==> src/logic/jcm_pkg.sv <==
package jcm_pkg;

    // ------------------------------------------------------------
    // Register map, byte addresses on the APB
    // ------------------------------------------------------------
    localparam logic [7:0] ADDR_INSTR = 8'h00;
    localparam logic [7:0] ADDR_PC = 8'h04;
    localparam logic [7:0] ADDR_SRC = 8'h08;
    localparam logic [7:0] ADDR_DST = 8'h0c;
    localparam logic [7:0] ADDR_DNEXT = 8'h10;
    localparam logic [7:0] ADDR_BASE = 8'h14;
    localparam logic [7:0] ADDR_STATUS = 8'h18;
    localparam logic [7:0] ADDR_CTRL = 8'h1c;
    localparam logic [7:0] ADDR_RES_HI = 8'h20;
    localparam logic [7:0] ADDR_RES_LO = 8'h24;
    localparam logic [7:0] ADDR_INFO = 8'h28;

    localparam int CTRL_GO_BIT = 0;
    localparam int CTRL_BUSY_BIT = 0;
    localparam int CTRL_DONE_BIT = 1;
    localparam int CTRL_ILLEGAL_BIT = 2;

    localparam int INFO_AUTOINC_LSB = 0;
    localparam int INFO_BYTE = 2;
    localparam int INFO_WR_HI = 3;
    localparam int INFO_WR_LO = 4;
    localparam int INFO_LO_MEM = 5;
    localparam int INFO_JUMPED = 6;
    localparam int INFO_W = 7;

    // ------------------------------------------------------------
    // Status bits, bit n of the status register is STn
    // ------------------------------------------------------------
    localparam int ST_W = 6;
    localparam int ST_LGT = 0;
    localparam int ST_AGT = 1;
    localparam int ST_EQ = 2;
    localparam int ST_CARRY = 3;
    localparam int ST_OVF = 4;
    localparam int ST_PAR = 5;

    localparam logic [15:0] RST_WORD = 16'h0000;
    localparam logic [5:0] RST_STATUS = 6'h00;

    // ------------------------------------------------------------
    // Opcodes
    // ------------------------------------------------------------
    localparam logic [7:0] OP8_JUMP_FIRST = 8'h10;
    localparam logic [7:0] OP8_JUMP_LAST = 8'h1c;
    localparam logic [7:0] OP8_SET_ONE = 8'h1d;
    localparam logic [7:0] OP8_SET_ZERO = 8'h1e;
    localparam logic [7:0] OP8_TEST = 8'h1f;
    localparam logic [5:0] OP6_COC = 6'h08;
    localparam logic [5:0] OP6_CZC = 6'h09;
    localparam logic [5:0] OP6_XOR = 6'h0a;
    localparam logic [5:0] OP6_LOAD_IO = 6'h0c;
    localparam logic [5:0] OP6_STORE_IO = 6'h0d;
    localparam logic [5:0] OP6_UNSIGNED_MULTIPLY = 6'h0e;
    localparam logic [5:0] OP6_DIV = 6'h0f;

    localparam logic [3:0] JC_ALWAYS = 4'h0;
    localparam logic [3:0] JC_LESS = 4'h1;
    localparam logic [3:0] JC_LESS_EQ = 4'h2;
    localparam logic [3:0] JC_EQUAL = 4'h3;
    localparam logic [3:0] JC_HIGH_EQ = 4'h4;
    localparam logic [3:0] JC_GREATER = 4'h5;
    localparam logic [3:0] JC_NOT_EQ = 4'h6;
    localparam logic [3:0] JC_NO_CARRY = 4'h7;
    localparam logic [3:0] JC_CARRY = 4'h8;
    localparam logic [3:0] JC_NO_OVF = 4'h9;
    localparam logic [3:0] JC_LOW = 4'ha;
    localparam logic [3:0] JC_HIGH = 4'hb;
    localparam logic [3:0] JC_ODD = 4'hc;

    localparam logic [1:0] TS_AUTOINC = 2'h3;
    localparam logic [3:0] LAST_WS_REG = 4'hf;
    localparam logic [3:0] BYTE_COUNT_MAX = 4'h8;
    localparam logic [3:0] DIV_LAST_STEP = 4'hf;
    localparam int IO_AW = 12;

    typedef enum logic [5:0] {
        S_IDLE = 6'h01,
        S_EXEC = 6'h02,
        S_IO = 6'h04,
        S_CAP = 6'h08,
        S_FIN = 6'h10,
        S_DIV = 6'h20
    } jcm_state_t;

endpackage : jcm_pkg

==> src/logic/jcm_exec.sv <==
// Design decisions made here: register access over APB and the register offsets.
`timescale 1ns/10ps
// Contract
// - Byte operands use the register left byte
// - Taken jump adds displacement, status untouched
// - Displacement is signed word count
// - Equal, not-equal, greater, less, always conditions
// - High, high-equal, low, low-equal conditions
// - Carry, no-carry, no-overflow, odd-parity conditions
// - Single bit address is base plus displacement
// - Set bit one or zero, status kept
// - Test bit copies input into equal
// - Compare-ones sets equal on subset
// - Compare-zeros sets equal on disjoint
// - Exclusive OR writes destination, status 0-2
// - Unsigned multiply, high then low half
// - Divide overflow when source not above destination
// - Divide pair: quotient and remainder
// - Multibit count zero means sixteen
// - Bits serial from base, incrementing address
// - Byte source for counts one to eight
// - Autoincrement by one or two
// - Load sends from operand LSB first
// - Store fills from LSB, zeros elsewhere
// - Multibit status 0-2, parity only bytes
// - Jump opcodes 1000 through 1c00
module jcm_exec
    import jcm_pkg::*;
(
    input wire logic clk_i,
    input wire logic reset_i,
    input wire logic psel_i,
    input wire logic penable_i,
    input wire logic pwrite_i,
    input wire logic [7:0] paddr_i,
    input wire logic [31:0] pwdata_i,
    output logic [31:0] prdata_o,
    output logic pready_o,
    output logic pslverr_o,
    output logic [IO_AW-1:0] io_addr_o,
    output logic io_wr_o,
    output logic io_wdata_o,
    output logic io_rd_o,
    input wire logic io_bit_i
);

    // ------------------------------------------------------------
    // Helpers
    // ------------------------------------------------------------
    function automatic logic [2:0] stat3(input logic [15:0] v);
        stat3 = {v == 16'h0000, ($signed(v) > $signed(16'h0000)), v != 16'h0000};
    endfunction : stat3

    function automatic logic jump_taken(input logic [3:0] code, input logic [5:0] st);
        case (code)
            JC_ALWAYS: jump_taken = 1'b1;
            JC_LESS: jump_taken = ~st[ST_AGT] & ~st[ST_EQ];
            JC_LESS_EQ: jump_taken = ~st[ST_LGT] | st[ST_EQ];
            JC_EQUAL: jump_taken = st[ST_EQ];
            JC_HIGH_EQ: jump_taken = st[ST_LGT] | st[ST_EQ];
            JC_GREATER: jump_taken = st[ST_AGT];
            JC_NOT_EQ: jump_taken = ~st[ST_EQ];
            JC_NO_CARRY: jump_taken = ~st[ST_CARRY];
            JC_CARRY: jump_taken = st[ST_CARRY];
            JC_NO_OVF: jump_taken = ~st[ST_OVF];
            JC_LOW: jump_taken = ~st[ST_LGT] & ~st[ST_EQ];
            JC_HIGH: jump_taken = st[ST_LGT] & ~st[ST_EQ];
            JC_ODD: jump_taken = st[ST_PAR];
            default: jump_taken = 1'b0;
        endcase
    endfunction : jump_taken

    jcm_state_t state;
    logic [15:0] instr, pc, src, dst, dnext, base;
    logic [5:0] status;
    logic [15:0] res_hi, res_lo, gather;
    logic [INFO_W-1:0] info;
    logic done, illegal, single;
    logic [3:0] io_idx, io_last, div_step;
    logic [16:0] rem;
    logic [15:0] quo;

    // ------------------------------------------------------------
    // Decode
    // ------------------------------------------------------------
    wire [7:0] op8 = instr[15:8];
    wire [5:0] op6 = instr[15:10];
    wire [3:0] cnt = instr[9:6];
    wire [1:0] ts = instr[5:4];
    wire is_jump = (op8 >= OP8_JUMP_FIRST) && (op8 <= OP8_JUMP_LAST);
    wire is_single = (op8 == OP8_SET_ONE) || (op8 == OP8_SET_ZERO) || (op8 == OP8_TEST);
    wire is_test = op8 == OP8_TEST;
    wire is_coc = op6 == OP6_COC;
    wire is_czc = op6 == OP6_CZC;
    wire is_xor = op6 == OP6_XOR;
    wire is_load = op6 == OP6_LOAD_IO;
    wire is_store = op6 == OP6_STORE_IO;
    wire is_multi = is_load | is_store;
    wire is_unsigned_multiply = op6 == OP6_UNSIGNED_MULTIPLY;
    wire is_div = op6 == OP6_DIV;
    wire taken = jump_taken(instr[11:8], status);
    // Displacement counts words, so it is doubled
    wire [15:0] jump_off = {{7{instr[7]}}, instr[7:0], 1'b0};
    wire [IO_AW-1:0] io_disp = {{(IO_AW-8){instr[7]}}, instr[7:0]};
    wire [IO_AW-1:0] io_base = base[12:1];
    wire coc_hit = (src & dst) == src;
    wire czc_hit = (src & dst) == 16'h0000;
    wire [15:0] xor_res = src ^ dst;
    wire [31:0] prod = 32'(src) * 32'(dst);
    wire dst_is_last = cnt == LAST_WS_REG;
    wire div_ovf = src <= dst;

    // ------------------------------------------------------------
    // Serial I/O walk
    // ------------------------------------------------------------
    wire mb_byte = (cnt != 4'h0) && (cnt <= BYTE_COUNT_MAX);
    wire [15:0] xfer = mb_byte ? {8'h00, src[15:8]} : src;
    wire [IO_AW-1:0] io_bit_addr = io_base + io_disp;
    wire [IO_AW-1:0] io_addr_cur = single ? io_bit_addr : io_base + {8'h00, io_idx};
    wire io_is_wr = single ? ~is_test : is_load;
    wire io_wbit = single ? (op8 == OP8_SET_ONE) : xfer[io_idx];
    // Byte results stay left justified so the compare sees byte sign
    wire [15:0] load_res = mb_byte ? {src[15:8], 8'h00} : src;
    wire [15:0] store_res = mb_byte ? {gather[7:0], 8'h00} : gather;
    wire [15:0] multi_res = is_store ? store_res : load_res;
    wire [1:0] autoinc = (ts != TS_AUTOINC) ? 2'h0 : (mb_byte ? 2'h1 : 2'h2);

    // ------------------------------------------------------------
    // Divide step, one quotient bit per cycle
    // ------------------------------------------------------------
    wire [16:0] rem_sh = {rem[15:0], quo[15]};
    wire div_ge = rem_sh >= {1'b0, src};
    wire [16:0] rem_next = div_ge ? (rem_sh - {1'b0, src}) : rem_sh;
    wire [15:0] quo_next = {quo[14:0], div_ge};

    // ------------------------------------------------------------
    // APB slave
    // ------------------------------------------------------------
    wire busy = state != S_IDLE;
    wire setup = psel_i & ~penable_i;
    wire acc = psel_i & penable_i & pready_o & ~pslverr_o;
    wire wr_acc = acc & pwrite_i;
    wire ro_addr = (paddr_i == ADDR_RES_HI) | (paddr_i == ADDR_RES_LO) | (paddr_i == ADDR_INFO);
    wire mapped = (paddr_i[1:0] == 2'h0) && (paddr_i <= ADDR_INFO);
    // Operands must not move under a running instruction
    wire bad = ~mapped | (pwrite_i & (busy | ro_addr));
    wire go_wr = wr_acc & (paddr_i == ADDR_CTRL) & pwdata_i[CTRL_GO_BIT];
    wire [15:0] ctrl_rd = {13'h0000, illegal, done, busy};
    wire [15:0] rd_word =
        (paddr_i == ADDR_INSTR) ? instr :
        (paddr_i == ADDR_PC) ? pc :
        (paddr_i == ADDR_SRC) ? src :
        (paddr_i == ADDR_DST) ? dst :
        (paddr_i == ADDR_DNEXT) ? dnext :
        (paddr_i == ADDR_BASE) ? base :
        (paddr_i == ADDR_STATUS) ? {10'h000, status} :
        (paddr_i == ADDR_CTRL) ? ctrl_rd :
        (paddr_i == ADDR_RES_HI) ? res_hi :
        (paddr_i == ADDR_RES_LO) ? res_lo :
        (paddr_i == ADDR_INFO) ? {9'h000, info} : 16'h0000;

    always_ff @(posedge clk_i) begin
        if (reset_i) begin
            pready_o <= 1'b0;
            pslverr_o <= 1'b0;
            prdata_o <= 32'h0000_0000;
        end else begin
            pready_o <= setup;
            pslverr_o <= setup & bad;
            if (setup) begin
                prdata_o <= {16'h0000, rd_word};
            end
        end
    end

    always_ff @(posedge clk_i) begin
        if (reset_i) begin
            instr <= RST_WORD;
            src <= RST_WORD;
            dst <= RST_WORD;
            dnext <= RST_WORD;
            base <= RST_WORD;
        end else if (wr_acc) begin
            if (paddr_i == ADDR_INSTR) instr <= pwdata_i[15:0];
            if (paddr_i == ADDR_SRC) src <= pwdata_i[15:0];
            if (paddr_i == ADDR_DST) dst <= pwdata_i[15:0];
            if (paddr_i == ADDR_DNEXT) dnext <= pwdata_i[15:0];
            if (paddr_i == ADDR_BASE) base <= pwdata_i[15:0];
        end
    end

    // ------------------------------------------------------------
    // Execution sequencer
    // ------------------------------------------------------------
    always_ff @(posedge clk_i) begin
        if (reset_i) begin
            state <= S_IDLE;
            pc <= RST_WORD;
            status <= RST_STATUS;
            res_hi <= RST_WORD;
            res_lo <= RST_WORD;
            info <= '0;
            done <= 1'b0;
            illegal <= 1'b0;
            single <= 1'b0;
            io_addr_o <= '0;
            io_wr_o <= 1'b0;
            io_wdata_o <= 1'b0;
            io_rd_o <= 1'b0;
            io_idx <= 4'h0;
            io_last <= 4'h0;
            gather <= RST_WORD;
            rem <= 17'h00000;
            quo <= RST_WORD;
            div_step <= 4'h0;
        end else begin
            case (state)
                S_IDLE: begin
                    if (wr_acc && paddr_i == ADDR_PC) pc <= pwdata_i[15:0];
                    if (wr_acc && paddr_i == ADDR_STATUS) status <= pwdata_i[5:0];
                    if (go_wr) begin
                        state <= S_EXEC;
                        done <= 1'b0;
                        illegal <= 1'b0;
                        info <= '0;
                    end
                end
                S_EXEC: begin
                    state <= S_IDLE;
                    done <= 1'b1;
                    if (is_jump) begin
                        if (taken) pc <= pc + jump_off;
                        info[INFO_JUMPED] <= taken;
                    end else if (is_single) begin
                        single <= 1'b1;
                        io_idx <= 4'h0;
                        io_last <= 4'h0;
                        gather <= RST_WORD;
                        state <= S_IO;
                        done <= 1'b0;
                    end else if (is_coc) begin
                        status[ST_EQ] <= coc_hit;
                    end else if (is_czc) begin
                        status[ST_EQ] <= czc_hit;
                    end else if (is_xor) begin
                        res_hi <= xor_res;
                        status[2:0] <= stat3(xor_res);
                        info[INFO_WR_HI] <= 1'b1;
                    end else if (is_unsigned_multiply) begin
                        res_hi <= prod[31:16];
                        res_lo <= prod[15:0];
                        info[INFO_WR_HI] <= 1'b1;
                        info[INFO_WR_LO] <= 1'b1;
                        info[INFO_LO_MEM] <= dst_is_last;
                    end else if (is_multi) begin
                        single <= 1'b0;
                        io_idx <= 4'h0;
                        io_last <= cnt - 4'h1;
                        gather <= RST_WORD;
                        info[INFO_AUTOINC_LSB +: 2] <= autoinc;
                        info[INFO_BYTE] <= mb_byte;
                        state <= S_IO;
                        done <= 1'b0;
                    end else if (is_div) begin
                        if (div_ovf) begin
                            status[ST_OVF] <= 1'b1;
                        end else begin
                            status[ST_OVF] <= 1'b0;
                            rem <= {1'b0, dst};
                            quo <= dnext;
                            div_step <= 4'h0;
                            state <= S_DIV;
                            done <= 1'b0;
                        end
                    end else begin
                        illegal <= 1'b1;
                    end
                end
                S_IO: begin
                    io_addr_o <= io_addr_cur;
                    io_wr_o <= io_is_wr;
                    io_wdata_o <= io_wbit;
                    io_rd_o <= ~io_is_wr;
                    state <= S_CAP;
                end
                S_CAP: begin
                    io_wr_o <= 1'b0;
                    io_rd_o <= 1'b0;
                    if (io_rd_o) gather[io_idx] <= io_bit_i;
                    if (io_idx == io_last) begin
                        state <= S_FIN;
                    end else begin
                        io_idx <= io_idx + 4'h1;
                        state <= S_IO;
                    end
                end
                S_FIN: begin
                    state <= S_IDLE;
                    done <= 1'b1;
                    if (single) begin
                        if (is_test) status[ST_EQ] <= gather[0];
                    end else begin
                        status[2:0] <= stat3(multi_res);
                        if (mb_byte) status[ST_PAR] <= ^multi_res[15:8];
                        if (is_store) begin
                            res_hi <= multi_res;
                            info[INFO_WR_HI] <= 1'b1;
                        end
                    end
                end
                S_DIV: begin
                    rem <= rem_next;
                    quo <= quo_next;
                    div_step <= div_step + 4'h1;
                    if (div_step == DIV_LAST_STEP) begin
                        res_hi <= quo_next;
                        res_lo <= rem_next[15:0];
                        info[INFO_WR_HI] <= 1'b1;
                        info[INFO_WR_LO] <= 1'b1;
                        info[INFO_LO_MEM] <= dst_is_last;
                        state <= S_IDLE;
                        done <= 1'b1;
                    end
                end
                default: state <= S_IDLE;
            endcase
        end
    end

    // ------------------------------------------------------------
    // Checks
    // ------------------------------------------------------------
    property p_jump_target;
        @(posedge clk_i) disable iff (reset_i)
        (state == S_EXEC && is_jump && taken) |=> pc == $past(pc) + $past(jump_off);
    endproperty
    a_jump_target: assert property (p_jump_target) else $error("jump target wrong");

    property p_jump_status;
        @(posedge clk_i) disable iff (reset_i)
        (state == S_EXEC && is_jump) |=> $stable(status) && (taken || $stable(pc));
    endproperty
    a_jump_status: assert property (p_jump_status) else $error("jump side effect");

    property p_jump_equal;
        @(posedge clk_i) disable iff (reset_i)
        (is_jump && instr[11:8] == JC_EQUAL) |-> taken == status[ST_EQ];
    endproperty
    a_jump_equal: assert property (p_jump_equal) else $error("equal test wrong");

    property p_jump_high;
        @(posedge clk_i) disable iff (reset_i)
        (is_jump && instr[11:8] == JC_HIGH) |-> taken == (status[ST_LGT] & ~status[ST_EQ]);
    endproperty
    a_jump_high: assert property (p_jump_high) else $error("high test wrong");

    property p_jump_carry;
        @(posedge clk_i) disable iff (reset_i)
        (is_jump && instr[11:8] == JC_CARRY) |-> taken == status[ST_CARRY];
    endproperty
    a_jump_carry: assert property (p_jump_carry) else $error("carry test wrong");

    property p_set_one;
        @(posedge clk_i) disable iff (reset_i)
        (state == S_EXEC && op8 == OP8_SET_ONE)
            |-> ##2 (io_wr_o && io_wdata_o && io_addr_o == $past(io_bit_addr, 2));
    endproperty
    a_set_one: assert property (p_set_one) else $error("set bit wrong");

    property p_test_bit;
        @(posedge clk_i) disable iff (reset_i)
        (state == S_CAP && single && is_test && io_rd_o) |=> ##1 status[ST_EQ] == $past(io_bit_i, 2);
    endproperty
    a_test_bit: assert property (p_test_bit) else $error("test bit lost");

    property p_coc;
        @(posedge clk_i) disable iff (reset_i)
        (state == S_EXEC && is_coc) |=> status[ST_EQ] == $past(coc_hit);
    endproperty
    a_coc: assert property (p_coc) else $error("compare ones wrong");

    property p_unsigned_multiply;
        @(posedge clk_i) disable iff (reset_i)
        (state == S_EXEC && is_unsigned_multiply)
            |=> {res_hi, res_lo} == $past(src) * $past(dst) && $stable(status);
    endproperty
    a_unsigned_multiply: assert property (p_unsigned_multiply) else $error("multiply wrong");

    property p_div_ovf;
        @(posedge clk_i) disable iff (reset_i)
        (state == S_EXEC && is_div && div_ovf) |=> status[ST_OVF] && state == S_IDLE && $stable(res_hi);
    endproperty
    a_div_ovf: assert property (p_div_ovf) else $error("divide overflow wrong");

    property p_count16;
        @(posedge clk_i) disable iff (reset_i)
        (state == S_EXEC && is_multi && cnt == 4'h0) |=> io_last == 4'hf && !info[INFO_BYTE];
    endproperty
    a_count16: assert property (p_count16) else $error("count zero wrong");

    property p_word_parity;
        @(posedge clk_i) disable iff (reset_i)
        (state == S_FIN && !single && !mb_byte) |=> status[ST_PAR] == $past(status[ST_PAR]);
    endproperty
    a_word_parity: assert property (p_word_parity) else $error("parity touched");

endmodule : jcm_exec

==> config.mk <==
export PLATFORM = sky130hd
export DESIGN_NAME = jcm_exec
export DESIGN_NICKNAME = d
export VERILOG_FILES = /design/src/logic/jcm_pkg.sv /design/src/logic/jcm_exec.sv
export SDC_FILE = /design/constraint.sdc
export NUM_CORES = 1
export LEC_CHECK = 0
export BUFFER_PORTS_ARGS = -buffer_cell sky130_fd_sc_hd__buf_2
export CAP_MARGIN = 20
export CELL_PAD_IN_SITES_DETAIL_PLACEMENT = 0
export CELL_PAD_IN_SITES_GLOBAL_PLACEMENT = 1
export CORE_UTILIZATION = 48
export DETAILED_ROUTE_END_ITERATION = 7
export HOLD_SLACK_MARGIN = 0.02
export PLACE_DENSITY_LB_ADDON = 0.08
export SKIP_CTS_REPAIR_TIMING = 1
export SLEW_MARGIN = 20
export SYNTH_ARGS = -nofsm -noshare
export SYNTH_HDL_FRONTEND = slang
export SYNTH_SLANG_ARGS = --single-unit
==> constraint.sdc <==
create_clock -name clk_i -period 7.7 [get_ports clk_i]
set_clock_uncertainty 0.15 [all_clocks]
set_input_delay 0.385 -clock clk_i [delete_from_list [all_inputs] [get_ports clk_i]]
set_output_delay 0.385 -clock clk_i [all_outputs]
set_load 0.01 [all_outputs]
Word-level counts from Yosys, hierarchy flattened

Index checks and enable logic that the tools add are counted.

Register bits: 243
Input port bits: 46
Output and inout bits: 49
Logic and storage cells: 404

Add/sub/neg operators: 7
$mul: 1
Magnitude comparators: 10
Eq/ne operators: 80
Mux-type cells: 188
Bitwise gates (word level): 32
Reductions and logical operators: 52

Operators by type and width:

| operator                                             | number |
|---|---|
| 2-to-1 mux 16 bit                                    | 59 |
| one-hot mux 16 bit (2 select lines)                  | 5 |
| 2-to-1 mux 6 bit                                     | 16 |
| 2-to-1 mux 4 bit                                     | 23 |
| inequality test 2 bit (second input constant)        | 29 |
| equality test 8 x 5 -> 1 bit (second input constant) | 7 |
| equality test 6 x 4 -> 1 bit (second input constant) | 8 |
| logical NOT 16 bit                                   | 3 |
| one-hot mux 16 bit (3 select lines)                  | 1 |
| 2-to-1 mux 1 bit                                     | 47 |
| AND reduction 10 bit                                 | 4 |
| > comparator 16 x 1 -> 1 bit (second input constant) | 2 |
| multiplier 16 x 16 -> 32 bit                         | 1 |
| AND reduction 8 bit                                  | 4 |
| nonzero test 16 bit                                  | 2 |
| one-hot mux 6 bit (5 select lines)                   | 1 |
| equality test 4 bit (second input constant)          | 7 |
| AND reduction 9 bit                                  | 3 |
| equality test 8 x 6 -> 1 bit (second input constant) | 3 |
| 2-to-1 mux 3 bit                                     | 8 |
| inequality test 3 bit (second input constant)        | 7 |
| greater-or-equal comparator 17 x 16 -> 1 bit         | 1 |
| adder 16 bit                                         | 1 |
| bitwise AND 16 bit                                   | 1 |
| other kinds (59)                                     | 127 |

Logic depth before layout (Yosys ltp)

Gate-level depths: netlist of the first run.

Word-level depth: 12
Depth in mapped cells: 25

Worst setup path after synthesis of the first run

No wires, ideal clock.

Path type: register to register
From: register src[3]
To: register res_hi[7]
Data arrival time: 6.146 ns
Data required time: 7.472 ns
Setup slack: 1.326 ns
Stages on the path, launching flop included: 25
Cells stage by stage: dfxtp_1 -> clkbuf_1 -> inv_1 -> clkbuf_1 -> nor2_1 -> fa_1 -> inv_1 -> fa_1 -> inv_1 -> fa_1 -> fa_1 -> fa_1 -> inv_1 -> fa_1 -> inv_1 -> ha_1 -> clkbuf_1 -> a21oi_1 -> nand2_1 -> a211oi_1 -> a21oi_1 -> o31a_1 -> o21a_1 -> o311a_1 -> nor3_1

Cells in the longest elaborated chain, start to end: 8

RTL lines:

| item                                | line            | source |
|---|---|---|
| start: declaration                  | jcm_exec.sv:74  | `logic [15:0] instr, pc, src, dst, dnext, base;` |
| start signal: assignment            | jcm_exec.sv:185 | `if (paddr_i == ADDR_SRC) src <= pwdata_i[15:0];` |
| multiplier 16 x 16 -> 32 bit        | jcm_exec.sv:109 | `wire [31:0] prod = 32'(src) * 32'(dst);` |
| 2-to-1 mux 16 bit                   | jcm_exec.sv:249 | `end else if (is_unsigned_multiply) begin` |
| 2-to-1 mux 16 bit                   | jcm_exec.sv:245 | `end else if (is_xor) begin` |
| 2-to-1 mux 16 bit                   | jcm_exec.sv:243 | `end else if (is_czc) begin` |
| 2-to-1 mux 16 bit                   | jcm_exec.sv:241 | `end else if (is_coc) begin` |
| 2-to-1 mux 16 bit                   | jcm_exec.sv:234 | `end else if (is_single) begin` |
| 2-to-1 mux 16 bit                   | jcm_exec.sv:231 | `if (is_jump) begin` |
| one-hot mux 16 bit (3 select lines) | jcm_exec.sv:217 | `case (state)` |
| end signal: assignment              | jcm_exec.sv:246 | `res_hi <= xor_res;` |
| end signal: assignment              | jcm_exec.sv:250 | `res_hi <= prod[31:16];` |
| end signal: assignment              | jcm_exec.sv:306 | `res_hi <= multi_res;` |
| end: declaration                    | jcm_exec.sv:76  | `logic [15:0] res_hi, res_lo, gather;` |

Every way passes these cells. The select of a mux whose other input is x is not followed.
A chain may end at the register's enable or synchronous reset.

Worst setup path after layout of the first run

From: register src[7]
To: register res_hi[6]

Same word-level chain as after synthesis.

==> flow_metrics.env, run 1 <==
export IMPL_synth_cell_types=83
export IMPL_maxSlewViolCount=0
export IMPL_num_rows=79
export IMPL_ys_warnings_count=0
export IMPL_synth_compound_area_share_pct=19.0
export IMPL_worst_pin_slew_ps=995
export IMPL_vias=22100
export IMPL_design_area_mm2=0.0251
export IMPL_leakagePower_nw=11.0
export IMPL_syn_cell_area_mm2=0.0231
export IMPL_h_tree_depth=1
export IMPL_synthAdderAreaFrac_pct=27.8
export IMPL_final_layout_size_suffix_gt1_share_pct=8.42
export IMPL_synth_top_family_by_area="adder cells"
export IMPL_synth_cells=2919
export IMPL_seq_area_mm2=0.00486
export IMPL_p_sw_share_pct=24.0
export IMPL_synth_area_per_cell_um2=7.91
export IMPL_ios=95
export IMPL_grt_max_degree=83
export IMPL_firstDrtPassIters=8
export IMPL_tns_ps=0
export IMPL_use_met2_pct=62.0
export IMPL_max_vdd_ir_drop_uv=139
export IMPL_drv_cap=0
export IMPL_fin_crit_ps=7210
export IMPL_power_switching_uw=681
export IMPL_finalHoldViolCount=0
export IMPL_hold_path_startpoint="io_bit_i"
export IMPL_fp_dieArea_mm2=0.0490
export IMPL_globalRouteTotalUtil_pct=37.6
export IMPL_clock_path_buffers=3
export IMPL_timing_fmax_ghz=0.139
export IMPL_slew_headroom_pct=31.9
export IMPL_p_int_mw=2.16
export IMPL_drt_total_wl_um=92000
export IMPL_fin_nets=3377
export IMPL_post_synth_top_count_cell="nand2_1"
export IMPL_synth_common_cells="nand2_1, inv_1, a21oi_1"
export IMPL_wire_per_inst_um=25.8
export IMPL_dpl_cell_area_mm2=0.0241
export IMPL_yosys_area_share_simple_pct=19.0
export IMPL_r2r_cells=22
export IMPL_hold_slack_ps=12.2
export IMPL_async_reset_ff_share_pct=0
export IMPL_fp_dieH_um=221
export IMPL_antenna_found_initial=1
export IMPL_crit_path_start_kind="flop"
export IMPL_r2r_start="src[7]"
export IMPL_finalCritPeriodShare_pct=93.7
export IMPL_synth_edf_count=0
export IMPL_r2r_slack_ps=490
export IMPL_grt_pass1_vias=21600
export IMPL_pre_cts_slack_ps=642
export IMPL_clockPowerShare_pct=51.1
export IMPL_multi_input_area_mm2=0.0164
export IMPL_yosys_mux_area_fraction_pct=2.68
export IMPL_final_core_utilization_pct=53.5
export IMPL_yosys_area_top_type="dfxtp_1"
export IMPL_overflow=0
export IMPL_worstHoldEndpoint="gather[14]"
export IMPL_worstReg2RegEnd="res_hi[6]"
export IMPL_use_met1_pct=48.0
export IMPL_fp_coreArea_mm2=0.0470
export IMPL_port_buffers=62
export IMPL_hold_path_class="in -> reg"
export IMPL_criticalPathCategory="reg -> reg"
export IMPL_synth_top_cell_area_share_pct=21.1
export IMPL_synth_seq_cells=243
export IMPL_worstPathRequired_ps=8020
export IMPL_status="completed"
export IMPL_clk_pin_slew_ps=60
export IMPL_comb_power_share_pct=4.2
export IMPL_clkSinkCount=243
export IMPL_ys_flop_type="dfxtp_1"
export IMPL_rsz0062_at_grt="false"
export IMPL_whs_path_depth=4
export IMPL_drt_iter0_drc=2260
export IMPL_gp_routability_congestion=0.949
export IMPL_ant_nets=0
export IMPL_worstPathMaxFanout=10
export IMPL_p_per_area_mw_per_mm2=113
export IMPL_clock_latency_ps=570
export IMPL_grt_use_met3_pct=4.47
export IMPL_start_util_pct=49.2
export IMPL_dp_hpwl_um=68800
export IMPL_die_w_um=221
export IMPL_cts_buffers=27
export IMPL_critical_path_arrival_ps=7530
export IMPL_final_setup_viol_count=0
export IMPL_route_detailed_drc=0
export IMPL_area_delta_synth_final_pct=8.77
export IMPL_insertedDiodeCount=0
export IMPL_viasPerCell=6.19
export IMPL_busiest_layer="met2"
export IMPL_pwr_share_seq_pct=44.7
export IMPL_setup_ws_ps=488
export IMPL_setup_worst_path_end_class="flop"
export IMPL_yosys_top_cells_area="dfxtp_1, fa_1, ha_1"
export IMPL_fill_cells=4627
export IMPL_grt_pass1_wl_um=138000
export IMPL_cts_tree="yes"
export IMPL_cts_root_buf="clkbuf_16"
export IMPL_ys_seq_area_share_pct=21.1
export IMPL_synth_xor_area_share_pct=2.32
-- cell usage in the layout (no fill, tap or decap), drive strengths merged, types with 8 or more instances in the layout --
cell type  count
nand4         23
o21ai        112
clkinv        14
nor3b          8
a211oi        27
ha           197
dfxtp        243
a311oi        22
fa           197
clkbuf        36
o221ai        18
nor3          42
a21o          39
o21a          12
o31ai         11
o211ai        16
nand3         33
a31oi         25
o221a         10
inv          301
nand2        490
mux2i         27
and2          25
mux2          23
xnor2         44
conb          16
a222oi         9
a21oi        291
nand3b        10
nor4          24
a221oi        14
nor2b         20
nand2b        11
and3          19
a22oi         19
buf          142
xor2          17
nor2         256
-- layout make-up --
class,count,share of cell area (%)
clock inverter,13,0.783
clock buffer,36,3.07
inverter,308,4.61
sequential,243,19.4
multi-input combinational,2212,65.4
timing repair buffer,145,3.79
tap,607,3.03
-- through the flow --
stage                     total power, mW  cells
final                                2.84   3564
after global placement               1.41   3511
after CTS                            2.85   3561
after floorplan                      1.36   2934
after global routing                 2.90   3564
after detailed placement             1.41   3512
-- how the worst max path moves through the flow --
| stage | slack [ps] | start | end |
|---|---|---|---|
| after global placement | 700 | src[7] | res_hi[6] |
| after global routing | 290 | src[7] | res_hi[6] |
| after CTS | 620 | src[7] | res_hi[6] |
| after floorplan | 1330 | src[3] | res_hi[7] |
| after detailed placement | 640 | src[7] | res_hi[6] |
| final | 490 | src[7] | res_hi[6] |
-- kinds of logic (layout without fill, tap and decap cells) --
group / Yosys count / in the layout
flops: 243 / 243
other cells: 1 / 16
compound gates: 692 / 692
mux: 54 / 54
xor+xnor: 61 / 61
fa+ha+maj: 394 / 394
buf+inv: 479 / 502
simple gates: 995 / 995
-- power groups by stage --
stage	Combinational (mW)	Sequential, mW	Clock (mW)
after floorplan	0.0641	1.30	0
after global placement	0.112	1.30	0
after detailed placement	0.113	1.30	0
after CTS	0.114	1.27	1.46
after global routing	0.125	1.27	1.51
final	0.119	1.27	1.45
-- per-layer routing --
metal	vias to the layer above	share of wire [%]
met5	-	0
li1	9913	-
met2	1086	46
met4	0	6.1
met1	10800	40
met3	249	7.6
-- worst max-delay path: stages (launching register included) --
cell and delay, ps:
dfxtp_1 800, inv_1 240, buf_4 250, nor2_1 140
fa_1 430, inv_1 90, fa_1 410, fa_1 480
fa_1 490, inv_1 50, fa_1 560, inv_1 70
fa_1 540, inv_1 40, ha_1 330, a21oi_1 240
nand2_1 100, nor3_1 410, o31ai_1 210, or2_2 340
xor2_1 350, a21oi_1 120, a211oi_1 230
Note: power is estimated with default switching activity, not from simulation.
==> run 2: changes to the inputs <==
- clock period: 7.7 -> 7.4 ns (I/O delays scaled with it)
==> run 2 against run 1 <==
Effect of this change: non-clock buffer count rose by 23; wire length decreased by 1.9%; core utilization grew 0.49 points; total power rose by 5.4%; cell area rose by 0.91%; count of clock-buffer cells in the layout shrank 5; critical endpoint unchanged.
==> flow_metrics.env, run 2 (synthesis gave the netlist of run 1 again) <==
export IMPL_status="completed"
export IMPL_fin_nets=3402
export IMPL_timing_fmax_ghz=0.145
export IMPL_h_tree_depth=1
export IMPL_clock_path_buffers=3
export IMPL_final_common_cell="nand2_1"
export IMPL_cts_root_buf="clkbuf_16"
export IMPL_grt_max_degree=72
export IMPL_grt_pass1_vias=21600
export IMPL_max_vdd_ir_drop_uv=249
export IMPL_route_detailed_drc=0
export IMPL_multi_input_area_mm2=0.0164
export IMPL_fp_coreArea_mm2=0.0470
export IMPL_ios=95
export IMPL_hold_path_class="in -> reg"
export IMPL_final_cell_mix="nand2_1, inv_1, a21oi_1, nor2_1, dfxtp_1"
export IMPL_final_core_utilization_pct=54.0
export IMPL_vias=21900
export IMPL_fp_dieH_um=221
export IMPL_finalHoldViolCount=0
export IMPL_final_setup_viol_count=0
export IMPL_setup_ws_ps=481
export IMPL_clkSinkCount=243
export IMPL_final_layout_size_suffix_gt1_share_pct=9.12
export IMPL_power_switching_uw=738
export IMPL_pre_cts_slack_ps=523
export IMPL_wire_per_inst_um=25.1
export IMPL_num_rows=79
export IMPL_die_w_um=221
export IMPL_cts_buffers=29
export IMPL_firstDrtPassIters=7
export IMPL_fp_dieArea_mm2=0.0490
export IMPL_drt_iter0_drc=1967
export IMPL_critical_path_arrival_ps=7260
export IMPL_drv_cap=0
export IMPL_fill_cells=4486
export IMPL_seq_area_mm2=0.00486
export IMPL_viasPerCell=6.09
export IMPL_start_util_pct=49.2
export IMPL_worst_pin_slew_ps=990
export IMPL_worstPathMaxFanout=8
export IMPL_leakagePower_nw=11.1
export IMPL_fin_crit_ps=6920
export IMPL_p_total_mw=3.00
export IMPL_cts_tree="yes"
export IMPL_grt_pass1_wl_um=136000
export IMPL_gp_routability_congestion=0.992
export IMPL_finalCritPeriodShare_pct=93.5
export IMPL_placedCellCount=3527
export IMPL_fin_cells=3590
export IMPL_clk_pin_slew_ps=70
export IMPL_maxSlewViolCount=0
export IMPL_p_per_area_mw_per_mm2=118
export IMPL_p_int_mw=2.26
export IMPL_port_buffers=62
export IMPL_insertedDiodeCount=0
export IMPL_globalRouteTotalUtil_pct=36.7
export IMPL_criticalPathCategory="reg -> reg"
export IMPL_clockPowerShare_pct=51.7
export IMPL_overflow=0
export IMPL_drt_total_wl_um=90300
export IMPL_antenna_found_initial=0
export IMPL_dp_hpwl_um=69400
export IMPL_comb_power_share_pct=4.1
export IMPL_worstPathRequired_ps=7750
export IMPL_crit_path_start_kind="flop"
export IMPL_tns_ps=0
export IMPL_area_delta_synth_final_pct=9.76
export IMPL_setup_worst_path_end_class="flop"
export IMPL_rsz0062_at_grt="false"
export IMPL_clock_latency_ps=590
export IMPL_slew_headroom_pct=32.3
export IMPL_ant_nets=0
export IMPL_pwr_share_seq_pct=44.2
export IMPL_p_sw_share_pct=24.6
==> run 2: metal layers <==
layer	vias up	wire length [um]	GRT usage, %
met5	-	0	0
met4	0	5190	18.5
met3	263	6730	5.46
met2	914	42200	60.9
met1	10700	36200	46.5
li1	9979	-	-
==> run 2: power groups by stage <==
| stage | clock network (mW) | registers, mW | logic (mW) |
|---|---|---|---|
| finish | 1.55 | 1.32 | 0.124 |
| detailed placement | 0 | 1.35 | 0.116 |
| floorplan | 0 | 1.35 | 0.0667 |
| CTS | 1.56 | 1.32 | 0.116 |
| global route | 1.61 | 1.32 | 0.130 |
| global placement | 0 | 1.35 | 0.116 |
==> run 2: path summary, 6_finish.rpt <==
path | start | to | slack [ps] | depth (start not counted)
max | src[6] | res_hi[6] | 480 | 22
min | pwdata_i[6] | base[6] | 20 | 3
max reg2reg | src[6] | res_hi[6] | 480 | 22
min reg2reg | quo[4] | quo[5] | 300 | 2
==> run 2: through the flow <==
step | hold slack (ps) | area [um2]
global route | 31.2 | 25300
global placement | 287 | 24200
CTS | -31.9 | 25200
detailed placement | 292 | 24200
floorplan | 279 | 23100
finish | 24.4 | 25300
==> run 2: worst max-delay path: stages, from the launching register on <==
cell	delay, ps
dfxtp_1	650
inv_1	360
nor2_1	240
fa_1	440
inv_1	90
fa_1	410
fa_1	490
fa_1	500
inv_1	60
fa_1	540
inv_1	80
fa_1	540
inv_1	50
ha_1	340
a21oi_1	250
nand2_1	110
o32ai_1	280
o31ai_1	230
or2_2	330
xor2_1	160
buf_4	160
a21oi_1	70
a211oi_1	270
==> run 2: layout make-up <==
| type | instances | area share, % |
|---|---|---|
| multi-input cells | 2212 | 64.8 |
| well taps | 607 | 3.00 |
| flip-flops and latches | 243 | 19.2 |
| inverters | 308 | 4.56 |
| clock buffers | 31 | 2.97 |
| repair buffers | 168 | 4.49 |
| clock inverters | 21 | 0.988 |
==> run 3: changes to the inputs <==
- CORE_UTILIZATION: 48 -> 35
- CTS_BUF_LIST: not set -> sky130_fd_sc_hd__clkbuf_8
==> run 3 against run 2 <==
Effect of this change: sequential power about the same; fmax down 4.3%; hold slack about the same; first-iteration DRC count down 15%; combinational power up 3%; cell area up 1.4%; clock power down 7%; largest power group unchanged.
==> flow_metrics.env, run 3 (synthesis gave the netlist of run 1 again) <==
export IMPL_ios=95
export IMPL_finalHoldViolCount=0
export IMPL_antenna_found_initial=1
export IMPL_grt_pass1_vias=21900
export IMPL_port_buffers=62
export IMPL_status="completed"
export IMPL_dp_hpwl_um=75300
export IMPL_max_vdd_ir_drop_uv=113
export IMPL_rsz0062_at_grt="false"
export IMPL_drt_iter0_drc=1676
export IMPL_cts_root_buf="clkbuf_8"
export IMPL_start_util_pct=35.6
export IMPL_crit_path_start_kind="flop"
export IMPL_cts_tree="yes"
export IMPL_crit_slowest_cell="dfxtp_1"
export IMPL_cts_buffers=47
export IMPL_finalCritPeriodShare_pct=97.7
export IMPL_timing_fmax_ghz=0.138
export IMPL_worst_pin_slew_ps=1120
export IMPL_leakagePower_nw=11.2
export IMPL_fp_coreArea_mm2=0.0648
export IMPL_design_area_mm2=0.0257
export IMPL_h_tree_depth=2
export IMPL_globalRouteTotalUtil_pct=29.3
export IMPL_final_setup_viol_count=0
export IMPL_slowest_delay_ps=730
export IMPL_grt_max_degree=74
export IMPL_pre_cts_slack_ps=193
export IMPL_worstPathMaxFanout=8
export IMPL_viasPerCell=5.59
export IMPL_fin_nets=3424
export IMPL_final_layout_size_suffix_gt1_share_pct=9.54
export IMPL_maxSlewViolCount=0
export IMPL_wire_per_inst_um=25.4
export IMPL_slew_headroom_pct=24.5
export IMPL_clkSinkCount=243
export IMPL_num_rows=93
export IMPL_critical_path_arrival_ps=7580
export IMPL_p_per_area_mw_per_mm2=112
export IMPL_hold_slack_ps=24.6
export IMPL_setup_worst_path_end_class="flop"
export IMPL_die_w_um=259
export IMPL_grt_pass1_wl_um=145000
export IMPL_fp_dieArea_mm2=0.0670
export IMPL_worstPathRequired_ps=7750
export IMPL_crit_top_cell="fa_1"
export IMPL_area_delta_synth_final_pct=11.3
export IMPL_ant_nets=0
export IMPL_final_common_cell="nand2_1"
export IMPL_hold_path_class="in -> reg"
export IMPL_fin_crit_ps=7230
export IMPL_firstDrtPassIters=6
export IMPL_gp_routability_congestion=0.929
export IMPL_clk_pin_slew_ps=60
export IMPL_route_detailed_drc=0
export IMPL_drv_cap=0
export IMPL_vias=21700
export IMPL_clock_latency_ps=610
export IMPL_clock_path_buffers=3
export IMPL_drt_total_wl_um=98400
export IMPL_crit_chain="inv_1 -> nor2_1 -> ha_1 -> fa_1 -> inv_1 -> fa_1 -> inv_1 -> fa_1 -> fa_1 -> ha_1 -> ha_1 -> a21o_1 -> a21o_1 -> a2111oi_1 -> o311ai_0 -> buf_4 -> a31oi_1 -> xor2_1 -> nor2_1 -> o221a_1"
export IMPL_overflow=0
export IMPL_fp_dieH_um=259
export IMPL_dpl_cell_area_mm2=0.0246
export IMPL_tns_ps=0
export IMPL_criticalPathCategory="reg -> reg"
export IMPL_setup_ws_ps=169
export IMPL_final_cell_mix="nand2_1, inv_1, a21oi_1, nor2_1, dfxtp_1"
## run 3: changes by cell type in the layout (fill, tap and decap cells not counted), moves of 4 or more
cell | previous run | this run
clkinvlp_4 | 5 | 1
clkbuf_16 | 29 | 0
dlygate4sd3_1 | 10 | 16
inv_1 | 299 | 313
buf_4 | 96 | 91
clkbuf_8 | 2 | 59
## run 3: final timing paths
path	startpoint	end	slack, ps	cells after the start
worst min register to register	info[1]	info[1]	300	2
worst max-delay path	src[14]	res_hi[12]	170	20
worst max register to register	src[14]	res_hi[12]	170	20
worst min-delay path	pwdata_i[5]	src[5]	20	3
## run 3: where the power goes
group / internal (mW) / switching, mW / leakage [nW] / total (mW)
clock: 0.785 / 0.650 / 0.555 / 1.44
sequential: 1.32 / 0.00712 / 1.96 / 1.32
combinational: 0.0340 / 0.0937 / 8.67 / 0.128
## run 3: critical path, delay by kind of cell (launching register included)
| family | cells | cell delay, ps |
|---|---|---|
| flops | 1 | 730 |
| xor+xnor | 1 | 190 |
| simple gates | 2 | 420 |
| fa+ha+maj | 7 | 3050 |
| compound gates | 6 | 1830 |
| buf+inv | 4 | 730 |
## run 3: cell type report
cell class	instances	area, um2
fill	6761	39100
multi-input combinational	2212	16400
sequential	243	4860
timing repair buffer	172	1220
inverter	308	1160
tap	855	1070
clock buffer	59	812
clock inverter	24	159
antenna	2	5.00
## run 3: per-stage QoR
stage | utilization (%) | power (mW) | std cells
6_report | 39.6 | 2.89 | 3875
5_1_grt | 39.6 | 2.98 | 3873
4_1_cts | 39.4 | 2.91 | 3857
3_5_place_dp | 37.9 | 1.47 | 3774
3_3_place_gp | 37.9 | 1.47 | 3774
2_1_floorplan | - | 1.42 | 2934
## run 3: routing by layer
metal | vias to the layer above | part of all wire [%] | GRT usage, %
met3 | 184 | 5.6 | 3.49
met1 | 10700 | 42 | 37.6
li1 | 10000 | - | -
met4 | 0 | 4.2 | 11.7
met2 | 727 | 48 | 49.8
met5 | - | 0 | 0
